$ cat config.mk
export PLATFORM = sky130hd
export DESIGN_NAME = dcsw_core
export DESIGN_NICKNAME = d
export VERILOG_FILES = /design/src/pkg/dcsw_pkg.sv /design/src/logic/dcsw_core.sv
export SDC_FILE = /design/constraint.sdc
export NUM_CORES = 1
export LEC_CHECK = 0
export BUFFER_PORTS_ARGS = -buffer_cell sky130_fd_sc_hd__buf_2
export CAP_MARGIN = 30
export CORE_MARGIN = 5
export CORE_UTILIZATION = 45
export CTS_CLUSTER_SIZE = 30
export DETAILED_ROUTE_END_ITERATION = 6
export PLACE_DENSITY = 0.72
export SKIP_CTS_REPAIR_TIMING = 1
export SLEW_MARGIN = 20
export SYNTH_ARGS = -nofsm -noshare
export SYNTH_HDL_FRONTEND = slang
export SYNTH_SLANG_ARGS = --single-unit
$ cat constraint.sdc
create_clock -name clk -period 1.9 [get_ports clk]
set_input_delay 0.285 -clock clk [delete_from_list [all_inputs] [get_ports clk]]
set_output_delay 0.285 -clock clk [all_outputs]
set_load 0.005 [all_outputs]
$ cat src/pkg/dcsw_pkg.sv
// Purpose: Shared constants and carriers for the drive command/condition word logic.
// Assumes: 16-bit words, one clock domain, synchronous active-low reset.
// Notes:   Register map of the plain software port lives here.
package dcsw_pkg;

  // Command word bit positions
  localparam int CW_OFF1    = 0;
  localparam int CW_OFF2    = 1;
  localparam int CW_OFF3    = 2;
  localparam int CW_COAST   = 3;
  localparam int CW_QSTOP   = 4;
  localparam int CW_HOLD    = 5;
  localparam int CW_START   = 6;
  localparam int CW_RESET   = 7;
  localparam int CW_JOG1    = 8;
  localparam int CW_JOG2    = 9;
  localparam int CW_VALID   = 10;
  localparam int CW_SLOW    = 11;
  localparam int CW_CATCH   = 12;
  localparam int CW_SET_LSB = 13;
  localparam int CW_SET_MSB = 14;
  localparam int CW_REV     = 15;

  // Register offsets of the software port (word index)
  localparam logic [3:0] REG_CMD_ACTIVE = 4'h0;
  localparam logic [3:0] REG_CONDITION  = 4'h1;
  localparam logic [3:0] REG_SOURCE_SEL = 4'h2;
  localparam logic [3:0] REG_CONFIG     = 4'h3;
  localparam logic [3:0] REG_DRIVE_STAT = 4'h4;
  localparam logic [3:0] REG_ACTIONS    = 4'h5;

  // Config register fields
  localparam int CFG_MULTI_SETUP = 0;
  localparam int CFG_RELAY_EN    = 1;

  // Source-select field positions, two bits per function
  localparam int SRC_COAST_LSB = 0;
  localparam int SRC_QSTOP_LSB = 2;
  localparam int SRC_START_LSB = 4;
  localparam int SRC_SETUP_LSB = 6;
  localparam int SRC_REV_LSB   = 8;

  // Condition word bit positions
  localparam int ST_CTRL_READY = 0;
  localparam int ST_DRV_READY  = 1;
  localparam int ST_ENABLE     = 2;
  localparam int ST_TRIP       = 3;
  localparam int ST_OFF2_ECHO  = 4;
  localparam int ST_OFF3_ECHO  = 5;
  localparam int ST_NO_START   = 6;
  localparam int ST_WARNING    = 7;
  localparam int ST_AT_REF     = 8;
  localparam int ST_BUS_CTRL   = 9;
  localparam int ST_IN_LIMITS  = 10;
  localparam int ST_RUNNING    = 11;
  localparam int ST_OVERLOAD   = 12;
  localparam int ST_VOLTAGE    = 13;
  localparam int ST_TORQUE     = 14;
  localparam int ST_TIMER      = 15;

  // Reset values
  localparam logic [15:0] CMD_RESET_VALUE = 16'h0000;
  localparam logic [15:0] SRC_RESET_VALUE = 16'h0000;
  localparam logic [15:0] CFG_RESET_VALUE = 16'h0000;
  localparam logic [15:0] ZERO16          = 16'h0000;

  // Source selection, two bits per function
  typedef enum logic [1:0] {
    DCSW_SRC_DIGITAL = 2'b00,
    DCSW_SRC_BUS     = 2'b01,
    DCSW_SRC_OR      = 2'b10,
    DCSW_SRC_AND     = 2'b11
  } dcsw_src_t;

  // Drive status inputs from motor control
  typedef struct packed {
    logic trip;
    logic power_ok;
    logic warning;
    logic at_reference;
    logic bus_allowed;
    logic in_limits;
    logic freq_nonzero;
    logic overload_auto;
    logic dc_out_of_range;
    logic torque_exceeded;
    logic thermal_over;
    logic running;
    logic switch_off_ack;
  } dcsw_drive_stat_t;

  // Commands decoded to motor control
  typedef struct packed {
    logic       ramp_stop;
    logic       coast_stop;
    logic       quick_stop;
    logic       hold_freq;
    logic       start_ok;
    logic       reset_pulse;
    logic       jog1;
    logic       jog2;
    logic       slow_down;
    logic       catch_up;
    logic [1:0] setup_sel;
    logic       reverse;
    logic       relay;
  } dcsw_cmd_t;

  // Digital-input counterparts
  typedef struct packed {
    logic       coast_n;
    logic       qstop_n;
    logic       start;
    logic [1:0] setup;
    logic       reverse;
  } dcsw_din_t;

endpackage : dcsw_pkg

$ cat src/logic/dcsw_core.sv
// Purpose: Decodes the fieldbus command word and builds the condition word.
// Assumes: Command word arrives with a one-cycle strobe from same-clock logic;
//          digital inputs come from pins and are synchronised here.
// Notes:   All outputs are registered.
// What this block does
// - Bit 04 low forces quick stop
// - Bit 05 low holds output frequency
// - Bit 06 low ramp stop; relay at 0 Hz
// - Reset only on rising bit 07
// - Jogs need bit04 low, bits00-03 high
// - Bit 10 low ignores whole word
// - Bit 11 slows reference down
// - Bit 12 catches up; slow wins
// - Bits 13/14 pick set-up, gated
// - Bit 15 reverses under serial-type source
// - Bus bits combine with digital inputs
// - Ready bits from off bits, trip, power
// - Enable bit needs off bits, no trip
// - Trip bit holds until reset
// - Status 04/05 mirror command 01/02
// - Start-not-possible set and clear
// - Warning bit follows any warning
// - Speed-match bit
// - Bus control bit
// - Frequency-limit bit
// - In-operation bit
// - Overload, voltage, torque, timer bits
// - Bit 00 low ramp stop
// - Bit 01 low coasting stop; relay at 0 Hz
// - Bit 02 low quick stop
// - Bit 03 low coasting stop
//
// The implementer's own choices: the register offsets and the address-and-strobe port.
`timescale 1ns/1ps
module dcsw_core
  import dcsw_pkg::*;
(
  // Clock and reset
  input  wire logic             clk,
  input  wire logic             nrst,
  // Fieldbus command word
  input  wire logic [15:0]      command_word,
  input  wire logic             command_strobe,
  // Drive status from motor control (same clock)
  input  wire dcsw_drive_stat_t drive_stat,
  // Digital inputs (pins)
  input  wire dcsw_din_t        din_pins,
  // Software register port
  input  wire logic [3:0]       reg_addr,
  input  wire logic [15:0]      reg_wdata,
  input  wire logic             reg_wr,
  input  wire logic             reg_rd,
  output logic      [15:0]      reg_rdata,
  // Decoded commands and condition word
  output dcsw_cmd_t             cmd_out,
  output logic      [15:0]      condition_word
);

  logic [15:0]      cmd_active;
  logic [15:0]      src_sel;
  logic [15:0]      cfg;
  logic             reset_seen;
  logic             trip_latched;
  logic             start_blocked;
  dcsw_din_t        din_meta;
  dcsw_din_t        din_sync;
  dcsw_cmd_t        next_cmd;
  logic [15:0]      next_cond;
  logic             bus_reset_rise;
  logic             coast_bus_n;
  logic             qstop_bus_n;
  logic             start_bus;

  // Two-flop synchroniser on digital inputs
  always_ff @(posedge clk) begin
    if (!nrst) begin
      din_meta <= '0;
      din_sync <= '0;
    end else begin
      din_meta <= din_pins;
      din_sync <= din_meta;
    end
  end

  // Latch the word only when marked valid
  always_ff @(posedge clk) begin
    if (!nrst) begin
      cmd_active <= CMD_RESET_VALUE;
    end else if (command_strobe && command_word[CW_VALID]) begin
      cmd_active <= command_word;
    end
  end

  // Rising-edge detector of the reset bit
  always_ff @(posedge clk) begin
    if (!nrst) begin
      reset_seen <= 1'b0;
    end else begin
      reset_seen <= cmd_active[CW_RESET];
    end
  end
  assign bus_reset_rise = cmd_active[CW_RESET] && !reset_seen;

  // Source combining per function
  function automatic logic combine(input logic [1:0] sel, input logic bus_b, input logic din_b);
    unique case (dcsw_src_t'(sel))
      DCSW_SRC_DIGITAL: combine = din_b;
      DCSW_SRC_BUS:     combine = bus_b;
      DCSW_SRC_OR:      combine = bus_b | din_b;
      DCSW_SRC_AND:     combine = bus_b & din_b;
    endcase
  endfunction : combine

  // Software configuration registers
  always_ff @(posedge clk) begin
    if (!nrst) begin
      src_sel <= SRC_RESET_VALUE;
      cfg     <= CFG_RESET_VALUE;
    end else if (reg_wr) begin
      if (reg_addr == REG_SOURCE_SEL) src_sel <= reg_wdata;
      if (reg_addr == REG_CONFIG)     cfg     <= reg_wdata;
    end
  end

  // Command decode
  always_comb begin
    logic [1:0] bus_set;
    logic [1:0] din_set;
    logic       jog_ok;
    logic       rev_bus_ok;
    bus_set = {cmd_active[CW_SET_MSB], cmd_active[CW_SET_LSB]};
    din_set = din_sync.setup;
    jog_ok = !cmd_active[CW_QSTOP] && (&cmd_active[CW_COAST:CW_OFF1]);
    rev_bus_ok = (dcsw_src_t'(src_sel[SRC_REV_LSB +: 2]) != DCSW_SRC_DIGITAL);
    coast_bus_n = combine(src_sel[SRC_COAST_LSB +: 2], cmd_active[CW_COAST],
                          din_sync.coast_n);
    qstop_bus_n = combine(src_sel[SRC_QSTOP_LSB +: 2], cmd_active[CW_QSTOP],
                          din_sync.qstop_n);
    start_bus   = combine(src_sel[SRC_START_LSB +: 2], cmd_active[CW_START],
                          din_sync.start);
    next_cmd = '0;
    next_cmd.ramp_stop   = !cmd_active[CW_OFF1] || !start_bus;
    next_cmd.coast_stop  = !cmd_active[CW_OFF2] || !coast_bus_n;
    next_cmd.quick_stop  = !cmd_active[CW_OFF3] || !qstop_bus_n;
    next_cmd.hold_freq   = !cmd_active[CW_HOLD];
    next_cmd.start_ok    = start_bus && qstop_bus_n && coast_bus_n
                           && (&cmd_active[CW_OFF3:CW_OFF1]);
    next_cmd.reset_pulse = bus_reset_rise;
    next_cmd.jog1        = cmd_active[CW_JOG1] && jog_ok;
    next_cmd.jog2        = cmd_active[CW_JOG2] && jog_ok;
    next_cmd.slow_down   = cmd_active[CW_SLOW];
    next_cmd.catch_up    = cmd_active[CW_CATCH] && !cmd_active[CW_SLOW];
    // Set-up changes only in multi-set-up mode; stays put otherwise
    if (cfg[CFG_MULTI_SETUP]) begin
      next_cmd.setup_sel = {combine(src_sel[SRC_SETUP_LSB +: 2], bus_set[1], din_set[1]),
                            combine(src_sel[SRC_SETUP_LSB +: 2], bus_set[0], din_set[0])};
    end else begin
      next_cmd.setup_sel = cmd_out.setup_sel;
    end
    next_cmd.reverse = rev_bus_ok ?
                       combine(src_sel[SRC_REV_LSB +: 2], cmd_active[CW_REV], din_sync.reverse) :
                       din_sync.reverse;
    // Relay closes at standstill after any stop request
    next_cmd.relay = cfg[CFG_RELAY_EN] && !drive_stat.freq_nonzero &&
                     (next_cmd.ramp_stop || next_cmd.coast_stop || next_cmd.quick_stop);
  end

  // Command outputs
  always_ff @(posedge clk) begin
    if (!nrst) begin
      cmd_out <= '0;
    end else begin
      cmd_out <= next_cmd;
    end
  end

  // Trip is held until a reset arrives; a new trip wins over reset
  always_ff @(posedge clk) begin
    if (!nrst) begin
      trip_latched <= 1'b0;
    end else if (drive_stat.trip) begin
      trip_latched <= 1'b1;
    end else if (bus_reset_rise) begin
      trip_latched <= 1'b0;
    end
  end

  // Start-not-possible flag, set at power-up
  always_ff @(posedge clk) begin
    if (!nrst) begin
      start_blocked <= 1'b1;
    end else if (drive_stat.switch_off_ack || !cmd_active[CW_OFF2] || !cmd_active[CW_OFF3]) begin
      start_blocked <= 1'b1;
    end else if (!cmd_active[CW_OFF1] && cmd_active[CW_OFF2] && cmd_active[CW_OFF3]
                 && cmd_active[CW_VALID]) begin
      start_blocked <= 1'b0;
    end
  end

  // Condition word assembly
  always_comb begin
    logic offs_on;
    offs_on = &cmd_active[CW_OFF3:CW_OFF1];
    next_cond = ZERO16;
    next_cond[ST_CTRL_READY] = offs_on && !trip_latched;
    next_cond[ST_DRV_READY]  = offs_on && !trip_latched && drive_stat.power_ok;
    next_cond[ST_ENABLE]     = offs_on && !trip_latched;
    next_cond[ST_TRIP]       = trip_latched;
    next_cond[ST_OFF2_ECHO]  = cmd_active[CW_OFF2];
    next_cond[ST_OFF3_ECHO]  = cmd_active[CW_OFF3];
    next_cond[ST_NO_START]   = start_blocked;
    next_cond[ST_WARNING]    = drive_stat.warning;
    next_cond[ST_AT_REF]     = drive_stat.at_reference;
    next_cond[ST_BUS_CTRL]   = drive_stat.bus_allowed;
    next_cond[ST_IN_LIMITS]  = drive_stat.in_limits;
    next_cond[ST_RUNNING]    = start_bus || drive_stat.freq_nonzero;
    next_cond[ST_OVERLOAD]   = drive_stat.overload_auto;
    next_cond[ST_VOLTAGE]    = drive_stat.dc_out_of_range;
    next_cond[ST_TORQUE]     = drive_stat.torque_exceeded;
    next_cond[ST_TIMER]      = drive_stat.thermal_over;
  end

  // Condition word register
  always_ff @(posedge clk) begin
    if (!nrst) begin
      condition_word <= ZERO16;
    end else begin
      condition_word <= next_cond;
    end
  end

  // Register read port, data one cycle after strobe
  always_ff @(posedge clk) begin
    if (!nrst) begin
      reg_rdata <= ZERO16;
    end else if (reg_rd) begin
      unique case (reg_addr)
        REG_CMD_ACTIVE: reg_rdata <= cmd_active;
        REG_CONDITION:  reg_rdata <= condition_word;
        REG_SOURCE_SEL: reg_rdata <= src_sel;
        REG_CONFIG:     reg_rdata <= cfg;
        REG_DRIVE_STAT: reg_rdata <= 16'(drive_stat);
        REG_ACTIONS:    reg_rdata <= 16'(cmd_out[13:1]);
        default:        reg_rdata <= ZERO16;
      endcase
    end else begin
      reg_rdata <= ZERO16;
    end
  end

endmodule : dcsw_core

==> results.tsv, run 1 <==
metric	value	unit
Die H	108	um
Antenna Cells	0	
Ports	106	
Highest Signal Layer	met4	
initial antenna violation count	0	
CP max stage delay	0.38	ns
fillcell total	861	
final core area utilization	55.7	%
max cap viols	0	
ys async rst share	0	%
worst r2r path cells	4	
register area	2160	um^2
Vias/cell	5.09	
largest net degree at the start of global routing	50	
critical path type	in -> reg	
area delta synth->final	19.9	%
clock root cell	clkbuf_8	
number of synthesized flops with an enable pin	0	
hold crit path type	in -> reg	
Slew Limit Fails	0	
total track usage	20.1	%
crit path cell chain	buf_2, buf_4, mux4_2, a21oi_1, nor2_1	
gpl congestion	0.842	
DRC Markers	0	
TNS Setup	0	ns
Reg clk slew, reported paths	0.10	ns
fmax	0.750	GHz
PD cells	791	nW/um^2
WHS	0.122	ns
critical path startpoint category	input pin	
Synth Area in Adders	0	%
clock net sink count	108	
Critical Path Fanout Max	14	
drt first pass iters	5	
clk_lat worst skew	0.37	ns
Worst Path Arrival	1.56	ns
Setup crit end kind	register	
clock tree buffer depth	2	
drt initial violations	211	
Worst Max-Slew Pin Slew	0.657	ns
critical path data required time	2.13	ns
Yosys reg bits	108	
initial core utilization	46.5	%
status	finished clean	
family with the most delay on the worst path	buffers and inverters	
hold_sp	din_pins[2]	
final hold vios	0	
Post-DRT Antenna Nets	0	
Synth Area in Compound Gates	14.5	%
Post-DP Area	4980	um^2
hold-critical path depth	2	
Leakage	0.00212	uW
total global routing overflow	0	
Rows	35	
top_reg_cell synth	dfxtp_1	
Mapped Area	4320	um^2
area of the multi-input gates	2010	um^2
Simple-Gate Fraction of Synth Area	20.8	%
sequential-to-total area share from yosys stat	50.1	%
drt total wl	11400	um
CTS tree	done	
Hold Path End	din_meta[2]$_SDFF_PN0_	
reg2reg setup slack	0.57	ns
design area	5170	um^2
largest family of logic cells by synthesized area	simple AND/OR/NAND/NOR gates	
VDD IR-drop max	0.542	mV
Yosys warning total	0	
Worst Skew	0.0140	ns
Worst R2R End	cmd_out[0]$_SDFF_PN0_	
total CTS buffers	9	
metal3 WL	706	um
global-route wire length before repair	17800	um
final setup fails	0	
core footprint	9280	um^2
post-synthesis cell type count	35	
DRT met1 WL	5180	um
Post-Syn Nets	507	
Worst Path Buf+Inv	2	
met2 wire length	5370	um
Final Cycle Share	70.1	%
die area	11700	um^2
Nets	608	
most frequent cells in the layout	108 x dfxtp_1, 105 x buf_2, 101 x nand2_1, 43 x a21boi_0, 32 x nor2_1	
Avg Inst Size Synth	9.66	um^2
Final HPWL DP	8760	um
post-synthesis xor/xnor area fraction	0.203	%
RSZ-0062 raised after global routing	no	
Reg-to-Reg Start	src_sel[5]$_SDFFE_PN0P_	
worst rel slew slack	56.0	%
multiplexer share of the synthesized area	11.2	%
Avg WL per Cell	16.8	um
share of layout cells above drive strength 1	29.3	%
vias	3472	
commonest non-fill, non-tap cell in the layout	dfxtp_1	
minimum clock period	1.33	ns
vias in the first global route	3338	
Critical-path top delay cell	mux4_2	
die width	108	um
CP Launch Point	reg_addr[0]	
port bufs	105	
H-tree lvl count	3	
Post-Syn Instances	447	
[worst max-delay path by stage]
stage / to / slack, ns / cells after the start
global route: cmd_out[0]$_SDFF_PN0_ / 0.48 / 4
detailed placement: reg_rdata[10]$_SDFF_PN0_ / 0.21 / 6
global placement: reg_rdata[6]$_SDFF_PN0_ / 0.21 / 5
finish: reg_rdata[11]$_SDFF_PN0_ / 0.57 / 5
CTS: cmd_out[0]$_SDFF_PN0_ / 0.58 / 4
floorplan: src_sel[11]$_SDFFE_PN0P_ / 0.32 / 7
[routing by layer]
| metal | global-route usage, % | vias up |
|---|---|---|
| met5 | 0 | - |
| met4 | 6.94 | 0 |
| met3 | 3.88 | 15 |
| li1 | - | 1697 |
| met2 | 31.7 | 130 |
| met1 | 27.8 | 1630 |
[sequential cells by signal, summed over array words and instances, names as in the netlist, 6 cells and up]
| signal | count |
|---|---|
| cfg | 16 |
| cmd_out | 14 |
| condition_word | 15 |
| src_sel | 16 |
| din_meta | 6 |
| cmd_active | 16 |
| din_sync | 6 |
| reg_rdata | 16 |
[through the flow]
step / power (uW) / cells / worst slack, ns
after floorplan: 2610 / 447 / 0.321
after global placement: 2770 / 666 / 0.210
after detailed placement: 2780 / 666 / 0.210
after CTS: 4110 / 682 / 0.578
after global routing: 4280 / 682 / 0.479
final: 4100 / 682 / 0.568
[cells in the mapped netlist (all sizes together), types with 3 or more instances]
library cell / n / area, um^2
a21boi: 53 / 435
a21oi: 19 / 95.1
and2: 29 / 181
buf: 10 / 68.8
clkbuf: 18 / 67.6
dfxtp: 108 / 2160
mux2i: 19 / 190
mux4: 13 / 293
nand2: 101 / 379
nand2b: 3 / 18.8
nand3: 3 / 15.0
nor2: 32 / 120
nor2b: 9 / 56.3
o21ai: 6 / 30.0
o22a: 3 / 26.3
or2: 3 / 18.8
[cell type report]
type                            instances  area share [%]
Timing Repair Buffer                  118            12.3
Clock inverter                          4           0.629
Tap cell                              129            3.12
Multi-Input combinational cell        310            38.9
Sequential cell                       108            41.8
Inverter                                1          0.0725
Clock buffer                           12            3.19
[kinds of logic (layout without fill, tap and decap cells)]
family | count (synthesis) | in the layout
buf+inv | 29 | 135
flops | 108 | 108
simple gates | 191 | 191
compound gates | 86 | 86
mux | 32 | 32
xor+xnor | 1 | 1
[power breakdown]
part | total [uW] | internal, uW | leakage [uW] | switching (uW)
registers | 2370 | 2320 | 0.000881 | 49.6
logic | 352 | 180 | 0.00115 | 172
clock network | 1370 | 590 | 0.0000948 | 780
No activity file was read; power rests on OpenSTA's default activity.
==> run 2, diff against run 1 <==
Settings changed: PLACE_DENSITY 0.72 to 0.75.
Clock period 1.9 ns to 1.2 ns, I/O delays scaled along.
==> run 2 against run 1 <==
Compared with the run above: die area unchanged; critical path depth down 1; clock-buffer cell count is the same; total power grew 58%; flip-flop and latch count unchanged; worst setup slack got worse by 0.55 ns; via count is 4.5% higher; sequential share of layout area shrank 1.7 points; clock skew shrank 0.0042 ns; non-clock buffer count up 23; cell count rose by 3.4%; global-route usage up 0.59 points; critical endpoint is now cmd_out[9]$_SDFF_PN0_; largest cell class unchanged; largest power group unchanged.
==> results.tsv, run 2 (synthesis results as in run 1) <==
metric	value	unit	change
Vias/cell	5.14		+1.1%
CTS tree	done		
critical path data required time	1.52	ns	-0.61 ns
status	finished clean		
PD cells	1190	nW/um^2	+51%
minimum clock period	1.18	ns	
core footprint	9280	um^2	unchanged
initial antenna violation count	0		unchanged
Post-DRT Antenna Nets	0		unchanged
worst r2r path cells	4		unchanged
initial core utilization	46.5	%	unchanged
Die H	108	um	unchanged
critical path type	reg -> reg		
RSZ-0062 raised after global routing	yes		
Critical-path top delay cell	dfxtp_4		
drt first pass iters	5		unchanged
Worst Max-Slew Pin Slew	0.519	ns	-0.138 ns
drt total wl	11800	um	+2.9%
Worst R2R End	cmd_out[9]$_SDFF_PN0_		
area delta synth->final	25.9	%	
dpl cells	689		+3.5%
clk_lat worst skew	0.37	ns	about the same
Worst Path Arrival	1.49	ns	-0.07 ns
Hold Path End	din_meta[4]$_SDFF_PN0_		
Final HPWL DP	9230	um	+5.4%
Nets	631		+3.8%
Reg-to-Reg Start	cmd_active[6]$_SDFFE_PN0P_		
Antenna Cells	0		unchanged
reg2reg setup slack	0.02	ns	-0.55 ns
hold crit path type	in -> reg		
clock root cell	clkbuf_8		
largest net degree at the start of global routing	32		-36%
clock net sink count	108		unchanged
hold-critical path depth	2		unchanged
Final Cycle Share	98.2	%	
total CTS buffers	9		unchanged
Non-Filler Instances	705		+3.4%
Avg WL per Cell	16.7	um	-0.46%
Ports	106		unchanged
crit path cell chain	a21oi_1, or2_4, a22oi_2, and3b_1		
worst rel slew slack	65.4	%	+9.4 points
hold_sp	din_pins[4]		
Critical Path Fanout Max	4		-10
max cap viols	0		unchanged
vias	3627		+4.5%
fmax	0.849	GHz	
Leakage	0.00227	uW	+7.0%
CP max stage delay	0.39	ns	about the same
Reg clk slew, reported paths	0.10	ns	about the same
drt initial violations	157		-26%
final core area utilization	58.5	%	+2.8 points
total track usage	20.7	%	+0.59 points
Worst Path Buf+Inv	0		-2
Worst Skew	0.00983	ns	-0.00417 ns
die area	11700	um^2	unchanged
clock tree buffer depth	2		unchanged
Slew Limit Fails	0		unchanged
final hold vios	0		unchanged
final worst slack	0.0220	ns	-0.546 ns
most frequent cells in the layout	105 x buf_2, 101 x dfxtp_1, 100 x nand2_1, 36 x a21boi_0, 33 x buf_4		
H-tree lvl count	3		unchanged
DRC Markers	0		unchanged
family with the most delay on the worst path	simple AND/OR/NAND/NOR gates		
die width	108	um	unchanged
vias in the first global route	3522		+5.5%
total global routing overflow	0		unchanged
final setup fails	0		unchanged
VDD IR-drop max	0.740	mV	+37%
critical path startpoint category	register		
global-route wire length before repair	18600	um	+4.7%
port bufs	105		unchanged
Rows	35		unchanged
pre-CTS worst setup slack	-0.205	ns	-0.415 ns
gpl congestion	0.883		+5.0%
Setup crit end kind	register		
share of layout cells above drive strength 1	35.4	%	+6.1 points
commonest non-fill, non-tap cell in the layout	buf_2		
run 2: cell count changes in the layout (fill, tap and decap cells not counted), sizes merged:
| cell | previous run | this run |
|---|---|---|
| inv | 1 | 3 |
| buf | 118 | 141 |
| clkinvlp | 2 | 0 |
run 2: stage by stage:
stage	power [uW]	hold slack, ns	setup TNS [ns]	area, um^2
CTS	6500	-0.00346	-0.349	5360
finish	6480	0.00991	0	5430
global placement	4430	0.388	-6.73	5180
global route	6740	0.00115	-0.0436	5430
detailed placement	4450	0.390	-8.39	5180
floorplan	4140	0.253	-4.36	4340
run 2: layout make-up:
class | instances | area, um^2
fill | 821 | 3850
sequential | 108 | 2180
multi-input combinational | 310 | 2070
timing repair buffer | 141 | 833
tap | 129 | 161
clock buffer | 12 | 155
clock inverter | 4 | 31.3
inverter | 1 | 3.75
run 2: where the power goes:
| group | switching, uW | total [uW] | internal [uW] | leakage, uW |
|---|---|---|---|---|
| clock | 1210 | 2100 | 886 | 0.0000974 |
| sequential | 74.7 | 3750 | 3680 | 0.000885 |
| combinational | 304 | 630 | 326 | 0.00129 |
| total | 1590 | 6480 | 4890 | 0.00227 |
run 2: how the worst max path moves through the flow:
stage,start,endpoint,slack (ns),cells past startpoint
finish,cmd_active[6]$_SDFFE_PN0P_,cmd_out[9]$_SDFF_PN0_,0.02,4
global route,cmd_active[6]$_SDFFE_PN0P_,reg_rdata[6]$_SDFF_PN0_,-0.03,3
CTS,cmd_active[6]$_SDFFE_PN0P_,cmd_out[0]$_SDFF_PN0_,-0.18,4
detailed placement,reg_addr[3],src_sel[10]$_SDFFE_PN0P_,-0.20,6
global placement,reg_addr[3],src_sel[5]$_SDFFE_PN0P_,-0.18,6
floorplan,reg_addr[2],src_sel[11]$_SDFFE_PN0P_,-0.25,7
run 2: metal layers:
| metal | global-route usage, % | share of wire, % | vias up | wire, um |
|---|---|---|---|---|
| li1 | - | - | 1745 | - |
| met1 | 28.3 | 43 | 1728 | 5060 |
| met2 | 33.0 | 48 | 141 | 5590 |
| met3 | 5.25 | 7.8 | 13 | 919 |
| met4 | 5.14 | 1.6 | 0 | 184 |
| met5 | 0 | 0 | - | 0 |
